**config.mk**
```make
export PLATFORM = sky130hd
export DESIGN_NAME = usbsw_ctrl
export DESIGN_NICKNAME = d
export VERILOG_FILES = /design/src/design/usbsw_pkg.sv /design/src/design/usbsw_ctrl.sv /design/src/design/usbsw_sync.sv /design/src/design/usbsw_switch_dec.sv
export SDC_FILE = /design/constraint.sdc
export NUM_CORES = 1
export LEC_CHECK = 0
export BUFFER_PORTS_ARGS = -buffer_cell sky130_fd_sc_hd__buf_2
export CAP_MARGIN = 10
export CORE_UTILIZATION = 50
export CTS_CLUSTER_DIAMETER = 120
export DETAILED_ROUTE_END_ITERATION = 8
export GPL_TIMING_DRIVEN = 0
export PLACE_DENSITY = 0.82
export REMOVE_ABC_BUFFERS = 1
export SKIP_LAST_GASP = 1
export SYNTH_ARGS = -nofsm -noshare
export SYNTH_HDL_FRONTEND = slang
export SYNTH_HIERARCHICAL = 1
export SYNTH_SLANG_ARGS = --single-unit
```
**constraint.sdc**
```tcl
create_clock -name aclk -period 1.95 [get_ports aclk]
set_input_delay 0 -clock aclk [delete_from_list [all_inputs] [get_ports aclk]]
set_output_delay 0 -clock aclk [all_outputs]
set_load 0.02 [all_outputs]
```
**src/design/usbsw_pkg.sv**
```systemverilog
// Shared constants and types for the USB supply switch control block
package usbsw_pkg;
  // Register byte offsets
  localparam logic [3:0] USBSW_OFS_CTRL   = 4'h0;
  localparam logic [3:0] USBSW_OFS_STATUS = 4'h4;
  localparam logic [3:0] USBSW_OFS_EVENT  = 4'h8;
  localparam logic [3:0] USBSW_OFS_IDADC  = 4'hc;
  // Control register fields
  localparam int USBSW_CTRL_SRC_BIT = 0;
  localparam int USBSW_CTRL_OTG_BIT = 1;
  localparam int USBSW_CTRL_LDO_BIT = 2;
  localparam int USBSW_CTRL_BST_BIT = 3;
  // Status register fields
  localparam int USBSW_ST_M_BUS_BIT  = 0;
  localparam int USBSW_ST_M_BST_BIT  = 1;
  localparam int USBSW_ST_M_OTG_BIT  = 2;
  localparam int USBSW_ST_LDO_BIT    = 3;
  localparam int USBSW_ST_VBUS_BIT   = 4;
  localparam int USBSW_ST_READY_BIT  = 5;
  localparam int USBSW_ST_STRAP_LSB  = 8;
  // Event register fields
  localparam int USBSW_EVT_BUSDET_BIT = 0;
  localparam int USBSW_EVT_ACC_BIT    = 1;
  localparam int USBSW_EVT_ADC_BIT    = 2;
  localparam int USBSW_EVT_W          = 3;
  // Reset values
  localparam logic [3:0] USBSW_CTRL_RST = 4'h0;
  localparam logic [2:0] USBSW_EVT_RST  = 3'h0;
  // Strap code that selects boost-fed regulator default
  localparam logic [3:0] USBSW_STRAP_BOOST = 4'h4;
  // ID converter width, resolves 32 levels
  localparam int USBSW_ID_ADC_W = 5;
  // AXI responses
  localparam logic [1:0] USBSW_RESP_OKAY   = 2'h0;
  localparam logic [1:0] USBSW_RESP_SLVERR = 2'h2;
  // Timing: strap settle time after reset release
  localparam int USBSW_CLK_PERIOD_NS = 100;
  localparam int USBSW_SETTLE_NS     = 500;
  localparam int USBSW_SETTLE_CYC    = (USBSW_SETTLE_NS + USBSW_CLK_PERIOD_NS - 1) / USBSW_CLK_PERIOD_NS;
  // Startup sequencer states
  typedef enum logic [1:0] {
    USBSW_ST_SETTLE,
    USBSW_ST_STRAP,
    USBSW_ST_RUN
  } usbsw_state_t;
endpackage : usbsw_pkg

```
**src/design/usbsw_ctrl.sv**
```systemverilog
// USB supply switch control with AXI4-Lite register slave
//
// Behaviour
// - Source-select 0 closes bus-to-regulator switch, opens boost-to-regulator switch; with OTG 1 all switches open.
// - OTG 0, select 0: only bus-to-regulator switch closed.
// - OTG 0, select 1: only boost-to-regulator switch closed.
// - OTG 1, select 1: boost-to-regulator and boost-to-bus closed, bus switch open.
// - Boost-to-bus switch stays open whenever OTG mode is not selected.
// - Switch bits never start the boost; software sets boost enable separately.
// - Straps 0100: regulator on by default, fed from boost supply.
// - Other straps: regulator runs only while bus voltage is valid.
// - Other straps, bus present at cold start: regulator enabled, fed from VBUS.
// - Other straps: bus appearing later turns the regulator on automatically, fed from VBUS.
// - Other straps: enable bit reloads to 1 on system reset or bus loss.
// - Straps 0100: enable bit is set as a power-up sequence step.
// - In OTG mode regulator turns on only after software writes enable 1; with other straps the code still reloads enable on system reset or bus loss.
// - Boost driving VBUS in OTG mode raises the bus-detect event.
// - Accessory configured raises interrupt; host reads cause over registers.
// - ID line digitised by 5-bit converter, 32 levels, also remote buttons.
//
// The implementer's own choices: the placing of the registers and the AXI4-Lite slave port.
`timescale 1ns/100ps
module usbsw_ctrl
  import usbsw_pkg::*;
#(
  parameter int SETTLE_CYC = USBSW_SETTLE_CYC
) (
  // Clock and reset
  input  wire logic                      aclk,
  input  wire logic                      aresetn,
  // AXI4-Lite write address
  input  wire logic [3:0]                s_axi_awaddr,
  input  wire logic                      s_axi_awvalid,
  output logic                           s_axi_awready,
  // AXI4-Lite write data
  input  wire logic [31:0]               s_axi_wdata,
  input  wire logic [3:0]                s_axi_wstrb,
  input  wire logic                      s_axi_wvalid,
  output logic                           s_axi_wready,
  // AXI4-Lite write response
  output logic [1:0]                     s_axi_bresp,
  output logic                           s_axi_bvalid,
  input  wire logic                      s_axi_bready,
  // AXI4-Lite read address
  input  wire logic [3:0]                s_axi_araddr,
  input  wire logic                      s_axi_arvalid,
  output logic                           s_axi_arready,
  // AXI4-Lite read data
  output logic [31:0]                    s_axi_rdata,
  output logic [1:0]                     s_axi_rresp,
  output logic                           s_axi_rvalid,
  input  wire logic                      s_axi_rready,
  // Pins from outside the clock domain
  input  wire logic                      vbus_valid,
  input  wire logic [3:0]                powerup_mode_straps,
  input  wire logic                      system_reset_n,
  // Accessory logic and ID converter, same clock
  input  wire logic                      accessory_configured,
  input  wire logic                      id_adc_done,
  input  wire logic [USBSW_ID_ADC_W-1:0] id_adc_value,
  // Supply path outputs
  output logic                           bus_to_ldo_switch,
  output logic                           boost_to_ldo_switch,
  output logic                           boost_to_bus_switch,
  output logic                           phy_ldo_on,
  output logic                           boost_enable,
  // Interrupt to host, active low
  output logic                           irq_n
);
  // Strap code test, used by strap capture and the strap-step control load
  function automatic logic strap_is_boost(input logic [3:0] s);
    strap_is_boost = (s == USBSW_STRAP_BOOST);
  endfunction : strap_is_boost

  logic                      vbus_s;
  logic [3:0]                straps_s;
  logic                      sysrst_n_s;
  logic                      vbus_d_r;
  usbsw_state_t              state_r;
  logic [7:0]                settle_r;
  logic [3:0]                straps_r;
  logic                      boost_strap_r;
  logic [3:0]                ctrl_r;
  logic [USBSW_EVT_W-1:0]    evt_r;
  logic [USBSW_EVT_W-1:0]    evt_nxt;
  logic [USBSW_ID_ADC_W-1:0] id_adc_r;
  logic                      otg_drive_d_r;
  logic                      dec_bus;
  logic                      dec_bst;
  logic                      dec_otg;
  logic                      aw_held_r;
  logic [3:0]                aw_addr_r;
  logic                      w_held_r;
  logic [31:0]               w_data_r;
  logic [3:0]                w_strb_r;
  logic                      wr_go;
  logic                      wr_ctrl;
  logic                      wr_evt;
  logic [7:0]                ctrl_wbyte;
  logic                      ldo_reload;
  logic                      otg_drive_now;
  logic [31:0]               rd_word;
  logic                      rd_hit;

  // Pin synchronisers
  usbsw_sync #(.W(1), .RST(1'b0)) u_sync_vbus (
    .aclk     (aclk),
    .aresetn  (aresetn),
    .pin_in   (vbus_valid),
    .sync_out (vbus_s)
  );
  usbsw_sync #(.W(4), .RST(4'h0)) u_sync_strap (
    .aclk     (aclk),
    .aresetn  (aresetn),
    .pin_in   (powerup_mode_straps),
    .sync_out (straps_s)
  );
  usbsw_sync #(.W(1), .RST(1'b1)) u_sync_sysrst (
    .aclk     (aclk),
    .aresetn  (aresetn),
    .pin_in   (system_reset_n),
    .sync_out (sysrst_n_s)
  );

  // Switch decoder on the software mode bits
  usbsw_switch_dec u_dec (
    .ldo_source_select   (ctrl_r[USBSW_CTRL_SRC_BIT]),
    .otg_drive_enable    (ctrl_r[USBSW_CTRL_OTG_BIT]),
    .bus_to_ldo_switch   (dec_bus),
    .boost_to_ldo_switch (dec_bst),
    .boost_to_bus_switch (dec_otg)
  );

  // Startup sequencer; straps are only trusted once the synchroniser has settled
  always_ff @(posedge aclk) begin
    if (!aresetn) begin
      state_r  <= USBSW_ST_SETTLE;
      settle_r <= 8'h00;
    end else begin
      case (state_r)
        USBSW_ST_SETTLE: begin
          settle_r <= settle_r + 8'h01;
          if (settle_r >= 8'(SETTLE_CYC - 1)) begin
            state_r <= USBSW_ST_STRAP;
          end
        end
        USBSW_ST_STRAP: begin
          state_r <= USBSW_ST_RUN;
        end
        USBSW_ST_RUN: begin
          state_r <= USBSW_ST_RUN;
        end
        default: begin
          state_r <= USBSW_ST_SETTLE;
        end
      endcase
    end
  end

  // Strap capture after reset release, never in the reset branch itself
  always_ff @(posedge aclk) begin
    if (!aresetn) begin
      straps_r      <= 4'h0;
      boost_strap_r <= 1'b0;
    end else if (state_r == USBSW_ST_STRAP) begin
      straps_r      <= straps_s;
      boost_strap_r <= strap_is_boost(straps_s);
    end
  end

  // Write channel: address and data are taken in either order
  assign s_axi_awready = !aw_held_r && !s_axi_bvalid;
  assign s_axi_wready  = !w_held_r && !s_axi_bvalid;
  assign wr_go         = aw_held_r && w_held_r && !s_axi_bvalid;

  always_ff @(posedge aclk) begin
    if (!aresetn) begin
      aw_held_r <= 1'b0;
      aw_addr_r <= 4'h0;
    end else if (s_axi_awvalid && s_axi_awready) begin
      aw_held_r <= 1'b1;
      aw_addr_r <= s_axi_awaddr;
    end else if (wr_go) begin
      aw_held_r <= 1'b0;
    end
  end

  always_ff @(posedge aclk) begin
    if (!aresetn) begin
      w_held_r <= 1'b0;
      w_data_r <= 32'h0000_0000;
      w_strb_r <= 4'h0;
    end else if (s_axi_wvalid && s_axi_wready) begin
      w_held_r <= 1'b1;
      w_data_r <= s_axi_wdata;
      w_strb_r <= s_axi_wstrb;
    end else if (wr_go) begin
      w_held_r <= 1'b0;
    end
  end

  // Write response; status register is read-only and answers OKAY on write
  always_ff @(posedge aclk) begin
    if (!aresetn) begin
      s_axi_bvalid <= 1'b0;
      s_axi_bresp  <= USBSW_RESP_OKAY;
    end else if (wr_go) begin
      s_axi_bvalid <= 1'b1;
      s_axi_bresp  <= (aw_addr_r[3:2] <= USBSW_OFS_IDADC[3:2]) ? USBSW_RESP_OKAY : USBSW_RESP_SLVERR;
    end else if (s_axi_bready) begin
      s_axi_bvalid <= 1'b0;
    end
  end

  // All writable fields sit in byte lane 0
  assign ctrl_wbyte = w_data_r[7:0];
  assign wr_ctrl    = wr_go && w_strb_r[0] && (aw_addr_r[3:2] == USBSW_OFS_CTRL[3:2]);
  assign wr_evt     = wr_go && w_strb_r[0] && (aw_addr_r[3:2] == USBSW_OFS_EVENT[3:2]);

  // Enable reload: with straps other than 0100, system reset or bus loss undoes a software disable
  assign ldo_reload = !boost_strap_r && (state_r == USBSW_ST_RUN) &&
                      (!sysrst_n_s || (vbus_d_r && !vbus_s));

  // Control bits; hardware reload of the enable wins over a software write
  always_ff @(posedge aclk) begin
    if (!aresetn) begin
      ctrl_r <= USBSW_CTRL_RST;
    end else if (state_r == USBSW_ST_STRAP) begin
      ctrl_r[USBSW_CTRL_LDO_BIT] <= 1'b1;
      ctrl_r[USBSW_CTRL_SRC_BIT] <= strap_is_boost(straps_s);
      ctrl_r[USBSW_CTRL_OTG_BIT] <= 1'b0;
      ctrl_r[USBSW_CTRL_BST_BIT] <= 1'b0;
    end else begin
      if (wr_ctrl) begin
        ctrl_r <= ctrl_wbyte[3:0];
      end
      if (ldo_reload) begin
        ctrl_r[USBSW_CTRL_LDO_BIT] <= 1'b1;
      end
    end
  end

  // Edge trackers for bus voltage and OTG drive
  assign otg_drive_now = dec_otg && ctrl_r[USBSW_CTRL_BST_BIT];
  always_ff @(posedge aclk) begin
    if (!aresetn) begin
      vbus_d_r      <= 1'b0;
      otg_drive_d_r <= 1'b0;
    end else begin
      vbus_d_r      <= vbus_s;
      otg_drive_d_r <= otg_drive_now;
    end
  end

  // Sticky events: set wins over a write-one clear in the same cycle
  always_comb begin
    evt_nxt = evt_r;
    if (wr_evt) begin
      evt_nxt = evt_r & ~ctrl_wbyte[USBSW_EVT_W-1:0];
    end
    if (vbus_d_r != vbus_s) begin
      evt_nxt[USBSW_EVT_BUSDET_BIT] = 1'b1;
    end
    if (otg_drive_now && !otg_drive_d_r) begin
      evt_nxt[USBSW_EVT_BUSDET_BIT] = 1'b1;
    end
    if (accessory_configured) begin
      evt_nxt[USBSW_EVT_ACC_BIT] = 1'b1;
    end
    if (id_adc_done) begin
      evt_nxt[USBSW_EVT_ADC_BIT] = 1'b1;
    end
  end

  always_ff @(posedge aclk) begin
    if (!aresetn) begin
      evt_r <= USBSW_EVT_RST;
    end else begin
      evt_r <= evt_nxt;
    end
  end

  // ID converter result, held until the next conversion
  always_ff @(posedge aclk) begin
    if (!aresetn) begin
      id_adc_r <= '0;
    end else if (id_adc_done) begin
      id_adc_r <= id_adc_value;
    end
  end

  // Registered supply outputs; boost enable is independent of the switches
  always_ff @(posedge aclk) begin
    if (!aresetn || state_r != USBSW_ST_RUN) begin
      bus_to_ldo_switch   <= 1'b0;
      boost_to_ldo_switch <= 1'b0;
      boost_to_bus_switch <= 1'b0;
      phy_ldo_on          <= 1'b0;
      boost_enable        <= 1'b0;
    end else begin
      bus_to_ldo_switch   <= dec_bus;
      boost_to_ldo_switch <= dec_bst;
      boost_to_bus_switch <= dec_otg;
      boost_enable        <= ctrl_r[USBSW_CTRL_BST_BIT];
      phy_ldo_on          <= ctrl_r[USBSW_CTRL_LDO_BIT] &&
                             (boost_strap_r || vbus_s);
    end
  end

  // Interrupt pin low while any event is pending
  always_ff @(posedge aclk) begin
    if (!aresetn) begin
      irq_n <= 1'b1;
    end else begin
      irq_n <= !(|evt_r);
    end
  end

  // Read word mux
  always_comb begin
    rd_word = 32'h0000_0000;
    rd_hit  = 1'b1;
    case (s_axi_araddr[3:2])
      USBSW_OFS_CTRL[3:2]: begin
        rd_word[3:0] = ctrl_r;
      end
      USBSW_OFS_STATUS[3:2]: begin
        rd_word[USBSW_ST_M_BUS_BIT] = bus_to_ldo_switch;
        rd_word[USBSW_ST_M_BST_BIT] = boost_to_ldo_switch;
        rd_word[USBSW_ST_M_OTG_BIT] = boost_to_bus_switch;
        rd_word[USBSW_ST_LDO_BIT]   = phy_ldo_on;
        rd_word[USBSW_ST_VBUS_BIT]  = vbus_s;
        rd_word[USBSW_ST_READY_BIT] = (state_r == USBSW_ST_RUN);
        rd_word[USBSW_ST_STRAP_LSB +: 4] = straps_r;
      end
      USBSW_OFS_EVENT[3:2]: begin
        rd_word[USBSW_EVT_W-1:0] = evt_r;
      end
      USBSW_OFS_IDADC[3:2]: begin
        rd_word[USBSW_ID_ADC_W-1:0] = id_adc_r;
      end
      default: begin
        rd_hit = 1'b0;
      end
    endcase
  end

  // Read channel: one outstanding read, answered the cycle after acceptance
  assign s_axi_arready = !s_axi_rvalid;
  always_ff @(posedge aclk) begin
    if (!aresetn) begin
      s_axi_rvalid <= 1'b0;
      s_axi_rdata  <= 32'h0000_0000;
      s_axi_rresp  <= USBSW_RESP_OKAY;
    end else if (s_axi_arvalid && s_axi_arready) begin
      s_axi_rvalid <= 1'b1;
      s_axi_rdata  <= rd_word;
      s_axi_rresp  <= rd_hit ? USBSW_RESP_OKAY : USBSW_RESP_SLVERR;
    end else if (s_axi_rready) begin
      s_axi_rvalid <= 1'b0;
    end
  end
endmodule : usbsw_ctrl

```
**src/design/usbsw_sync.sv**
```systemverilog
// Three-stage pin synchroniser with agreement filter
`timescale 1ns/100ps
module usbsw_sync #(
  parameter int         W   = 1,
  parameter logic [W-1:0] RST = '0
) (
  // Clock and reset
  input  wire logic         aclk,
  input  wire logic         aresetn,
  // Pin side
  input  wire logic [W-1:0] pin_in,
  // Clean side
  output logic      [W-1:0] sync_out
);
  logic [W-1:0] s1_r;
  logic [W-1:0] s2_r;
  logic [W-1:0] s3_r;

  // Shift chain; first stage feeds only the second
  always_ff @(posedge aclk) begin
    if (!aresetn) begin
      s1_r <= RST;
      s2_r <= RST;
      s3_r <= RST;
    end else begin
      s1_r <= pin_in;
      s2_r <= s1_r;
      s3_r <= s2_r;
    end
  end

  // Accept a change only once stages two and three agree
  always_ff @(posedge aclk) begin
    if (!aresetn) begin
      sync_out <= RST;
    end else if (s2_r == s3_r) begin
      sync_out <= s3_r;
    end
  end
endmodule : usbsw_sync

```
**src/design/usbsw_switch_dec.sv**
```systemverilog
// Decoder from source-select and OTG-drive bits to supply switch states
`timescale 1ns/100ps
module usbsw_switch_dec (
  // Mode bits
  input  wire logic ldo_source_select,
  input  wire logic otg_drive_enable,
  // Switch commands, high means closed
  output logic      bus_to_ldo_switch,
  output logic      boost_to_ldo_switch,
  output logic      boost_to_bus_switch
);
  // Table of the four combinations; the invalid one opens everything
  always_comb begin
    bus_to_ldo_switch   = 1'b0;
    boost_to_ldo_switch = 1'b0;
    boost_to_bus_switch = 1'b0;
    case ({otg_drive_enable, ldo_source_select})
      2'b00: begin
        bus_to_ldo_switch = 1'b1;
      end
      2'b01: begin
        boost_to_ldo_switch = 1'b1;
      end
      2'b11: begin
        boost_to_ldo_switch = 1'b1;
        boost_to_bus_switch = 1'b1;
      end
      default: begin
        bus_to_ldo_switch = 1'b0;
      end
    endcase
  end
endmodule : usbsw_switch_dec

```
Word-level counts from Yosys, hierarchy flattened
Index checks and enable logic that the tools add are counted.
{"block": "word_totals", "input_bits": 64, "output_inout_bits": 47, "regBits": 84}
{"block": "op_classes", "order_cmp": 2, "n_reduce_logical": 46, "addsub": 1, "n_mux": 26, "n_eq_ne": 15, "bitwise_logic": 3}
{"cell": "$logic_and 1x1->1", "count": 16}
{"cell": "$mux 1", "count": 16}
{"cell": "$reduce_bool 2->1", "count": 7}
{"cell": "$pmux 3 s4", "count": 1}
{"cell": "$eq 2x2->1 const B", "count": 5}
{"cell": "$logic_not 1->1", "count": 10}
{"cell": "$mux 3", "count": 3}
{"cell": "$add 8x1->8 const B", "count": 1}
{"cell": "$ge 8x3->1 const B", "count": 1}
{"cell": "$logic_not 2->1", "count": 4}
{"cell": "$eq 2x1->1 const B", "count": 3}
{"cell": "$reduce_bool 3->1", "count": 2}
{"cell": "$reduce_or 2->1", "count": 3}
{"cell": "$eq 4x3->1 const B", "count": 1}
{"cell": "$eq 4x4->1", "count": 1}
{"cell": "$mux 2", "count": 2}
{"cell": "$mux 4", "count": 1}
{"cell": "$ne 2x2->1 const B", "count": 2}
{"cell": "$pmux 2 s2", "count": 1}
{"cell": "$and 3x3->3", "count": 1}
{"cell": "$logic_or 1x1->1", "count": 3}
{"cell": "$not 3->3", "count": 1}
{"cell": "$pmux 1 s3", "count": 1}
{"cell": "$reduce_or 3->1", "count": 1}
{"cell": "5 further kinds", "count": 6}

Logic depth before layout (Yosys ltp)
{"block": "depth", "depth_word": 7, "depth_mapped": 6}

Modules after synthesis
Netlist, hierarchy kept.
{"mod": "usbsw_ctrl", "area_per_inst_um2": 2524.9, "cells_per_inst": 271, "instances": 1, "seq_area_each_um2": 1121.1}
{"mod": "usbsw_sync at u_sync_strap", "area_per_inst_um2": 529.3, "cells_per_inst": 47, "instances": 1, "seq_area_each_um2": 320.3}
{"mod": "usbsw_sync at u_sync_vbus", "area_per_inst_um2": 116.4, "cells_per_inst": 10, "instances": 1, "seq_area_each_um2": 80.1}
{"mod": "usbsw_sync at u_sync_sysrst", "area_per_inst_um2": 112.6, "cells_per_inst": 10, "instances": 1, "seq_area_each_um2": 80.1}
{"mod": "usbsw_switch_dec", "area_per_inst_um2": 13.8, "cells_per_inst": 3, "instances": 1, "seq_area_each_um2": 0.0}

Worst setup path before layout
Ideal clock, no wire load.
{"block": "synth_timing", "kind": "register to register", "startpoint": "register state_r[0]", "endpoint": "register state_r[0]", "arrival_ps": 1350, "required_ps": 1818, "path_slack_ps": 468, "period_less_slack_ps": 1482, "setup_ps": 132, "path_stages_with_launch": 7, "cell_sequence": "dfxtp_1 > inv_1 > ha_1 > buf_2 > or3b_2 > o21ai_0 > a21oi_1"}
{"block": "synth_between", "elab_chain_cells": 3}
{"item": "from (decl)", "line": "usbsw_ctrl.sv:79", "text": "usbsw_state_t state_r;"}
{"item": "from (signal assigned)", "line": "usbsw_ctrl.sv:137", "text": "state_r <= USBSW_ST_SETTLE;"}
{"item": "from (signal assigned)", "line": "usbsw_ctrl.sv:144", "text": "state_r <= USBSW_ST_STRAP;"}
{"item": "from (signal assigned)", "line": "usbsw_ctrl.sv:148", "text": "state_r <= USBSW_ST_RUN;"}
{"item": "$eq 2x1->1 or $eq 2x2->1 (tied branches)", "line": "usbsw_ctrl.sv:140", "text": "case (state_r)"}
{"item": "$reduce_or 2->1 (no source line)"}
{"item": "$pmux 2 s2", "line": "usbsw_ctrl.sv:140"}
Several ways; a longest one is shown, not always the timed one.
A chain may end at the register's enable or synchronous reset.

Worst setup path after layout
{"block": "layout_timing", "startpoint": "register state_r[1]", "endpoint": "register settle_r[7]"}
{"block": "layout_between", "elab_chain_cells": 1}
{"item": "$logic_not 2->1", "line": "usbsw_ctrl.sv:140"}
{"item": "to (signal assigned)", "line": "usbsw_ctrl.sv:142", "text": "settle_r <= settle_r + 8'h01;"}
{"item": "to (decl)", "line": "usbsw_ctrl.sv:80", "text": "logic [7:0] settle_r;"}
No other way between the ends.

==> reports/results.ini <==
[outcome]
status=finished clean

[power_and_ir_drop]
p_leak_nw=1.686
power.density_nw_per_um2=883.9
irDropWorstVdd_mv=0.4743
power_mw=3.450

[placement]
dp.cells=451
preCtsSetupSlack_ps=-307.6
place_area_um2=3476
hpwlAfterDp_um=4062
io_buffer_count=49
gp_congestion=0.7599

[setup_path]
cp-end-kind=register
cp_num_buf_inv=1
critPathMaxStageDelay_ps=520
reg2reg_setup_slack_ps=300
crit_type=register to register
cp_top_family=simple AND/OR/NAND/NOR gates
cp_cell_sequence=inv_1 -> ha_1 -> nand3_2 -> or4_1 -> a21oi_1
critPathArrivalTime_ps=1930
crit_path_start_kind=register
reg2regPathDepth=5
crit_fanout=8
timing.rr.start=state_r[1]$_SDFFE_PN0P_
cp_slowest_cell=or4_1
worstPathRequired_ps=2230
timing.rr.end=settle_r[7]$_SDFFE_PN0N_

[clocking]
path_clk_slew_ps=90
cts_buffers=9
cts.sinks=80
cts_setup_buffers=0
clk_path_buf_depth=2
cts_tree=yes
clockRootBuffer=clkbuf_8
clock_latency_ps=360
htree_levels=3

[flow_run]
drv_cap=0

[layout]
fill_cells=503
largest_reg_flops=10
reg.largest.list=s_axi_rdata: 10 flops, settle_r: 8 flops, id_adc_r: 5 flops
top_register=s_axi_rdata
antenna_cells=0
fin_cells=491
final_common_cell=dfxtp_1
syn_to_final_growth_pct=18.41
final_area_um2=3904
drive_above_1_share_pct=18.84
fin_util_pct=61.48
nets=480
mostFrequentLayoutCells=80 x dfxtp_1, 49 x buf_2, 38 x nor2_1

[sta]
final-hold-violation-count=0
finClkSkew_ps=15.36
slew_violations=0
rsz0062_at_grt=no
hold_ws_ps=86.16
setup_ws_ps=303.9
clock.fmax_ghz=0.6075
setup_viol=0
worst_slew_pin_slew_ps=644.2
slew_headroom_pct=57.05
min_period_ps=1646
timing.final.crit_share_pct=84.41
timing.setup.tns_ps=0

[logic_synthesis]
synthCells=341
yosys_register_bits=80
yosysSeqAreaShare_pct=48.58
synth_edf_count=0
syn_area_um2=3297
ys_types=45
ys.flop_type=dfxtp_1
syn_area_per_cell_um2=9.668
ys_async_sr_fraction_pct=0
yosys_warnings=6

[floorplan]
ioPinCount=111
initial_utilization_pct=51.92
die_h_um=83.20
die_x_um=83.20
rows=29
core_area_um2=6350
dieArea_um2=6922

[grt]
antenna_found_initial=0
track_usage_pct=18.29
grt_max_degree=43
grt_pass1_wl_um=10200
grt_overflow=0
grt_pass1_vias=2290

[detailed_routing]
via_per_inst=4.998
detail-route-antenna-nets=0
num_vias=2454
dr.pass1.iters=4
routedWlPerCell_um=12.68
initialDrtViolationCount=96
route.detailed.drc=0
wl_um=6227

[min_path]
worstHoldStart=s_axi_araddr[3]
hold_path_depth=3
whs_endpoint=s_axi_rdata[3]$_SDFFE_PN0P_
hold_class=primary input to register

logic make-up (layout without fill, tap and decap cells):
logic type | after synthesis | count (layout) | share of synthesized area, %
flip-flops | 80 | 80 | 48.58
AND/OR/NAND/NOR | 118 | 118 | 19.77
other | 1 | 26 | 0.1137
adder cells (fa/ha/maj) | 7 | 7 | 2.656
XOR/XNOR | 8 | 8 | 2.125
AO/OA/AOI/OAI | 49 | 49 | 8.653
buffers and inverters | 52 | 100 | 9.032
multiplexers | 26 | 26 | 9.070
synthesized netlist by cell type, types with 2 or more instances:
| cell | n | area (um2) |
|---|---|---|
| dfxtp_1 | 80 | 1602 |
| o31ai_1 | 3 | 22.52 |
| or4_1 | 2 | 15.01 |
| and2_1 | 15 | 93.84 |
| o21ai_1 | 2 | 10.01 |
| nand3_1 | 9 | 45.04 |
| nor2b_1 | 3 | 18.77 |
| nor2_1 | 38 | 142.6 |
| xor2_1 | 7 | 61.31 |
| a21oi_1 | 18 | 90.09 |
| mux2i_1 | 22 | 220.2 |
| o21a_1 | 2 | 15.01 |
| nor3b_1 | 2 | 15.01 |
| mux4_2 | 3 | 67.56 |
| a22oi_1 | 5 | 37.54 |
| inv_1 | 10 | 37.54 |
| and3_1 | 5 | 31.28 |
| buf_2 | 3 | 15.01 |
| ha_1 | 7 | 87.58 |
| clkbuf_1 | 11 | 41.29 |
| a31oi_1 | 6 | 37.54 |
| nand2b_1 | 9 | 56.30 |
| nand2_1 | 19 | 71.32 |
| buf_4 | 26 | 195.2 |
| nand4bb_1 | 2 | 22.52 |
| and4bb_2 | 2 | 25.02 |
| nand4_1 | 2 | 12.51 |
| o21ai_0 | 11 | 55.05 |
worst max path at each step:
stage,startpoint,end,slack [ps],depth (start not counted)
after floorplan,state_r[0]$_SDFFE_PN0P_,settle_r[7]$_SDFFE_PN0N_,440,5
after global placement,aresetn,evt_r[0]$_SDFFE_PN0P_,-240,3
after detailed placement,aresetn,ctrl_r[2]$_SDFFE_PN0P_,-310,3
after CTS,aresetn,ctrl_r[2]$_SDFFE_PN0P_,80,3
after global routing,state_r[0]$_SDFFE_PN0P_,state_r[0]$_SDFFE_PN0P_,150,5
final,state_r[1]$_SDFFE_PN0P_,settle_r[7]$_SDFFE_PN0N_,300,5
worst register-to-register path: cells and delay by family, from the launching register on:
| kind | cells | cell delay (ps) |
|---|---|---|
| buffers and inverters | 1 | 100 |
| DFF | 1 | 330 |
| AOI/OAI and AO/OA | 1 | 140 |
| and+or+nand+nor | 2 | 670 |
| adders and majority gates | 1 | 350 |
repair_timing:
| item | in CTS | in global routing |
|---|---|---|
| endpoints found under the hold margin | 23 | 0 |
| resized for setup | 0 | 0 |
| hold buffers | 23 | 0 |
area by class of cell:
| type | count | area (um2) | area share [%] |
|---|---|---|---|
| Clock buffer | 9 | 123.9 | 3.173 |
| Clock inverter | 7 | 53.80 | 1.378 |
| Inverter | 11 | 41.29 | 1.058 |
| Multi-Input combinational cell | 234 | 1491 | 38.21 |
| Sequential cell | 80 | 1602 | 41.03 |
| Tap cell | 77 | 96.34 | 2.468 |
| Timing Repair Buffer | 73 | 495.5 | 12.69 |
power breakdown:
| group | switching (mW) | internal [mW] |
|---|---|---|
| Clock | 0.627 | 0.470 |
| Combinational | 0.291 | 0.240 |
| Sequential | 0.0922 | 1.73 |
| Total | 1.01 | 2.44 |
per-layer routing:
layer / global-route usage, % / routed length, um / share of wire (%)
met3: 3.579 / 247 / 4.0
met4: 8.307 / 49 / 0.79
met1: 20.80 / 2835 / 46
met2: 32.94 / 3094 / 50
met5: 0 / 0 / 0
Power figures use the tool's default switching activity.
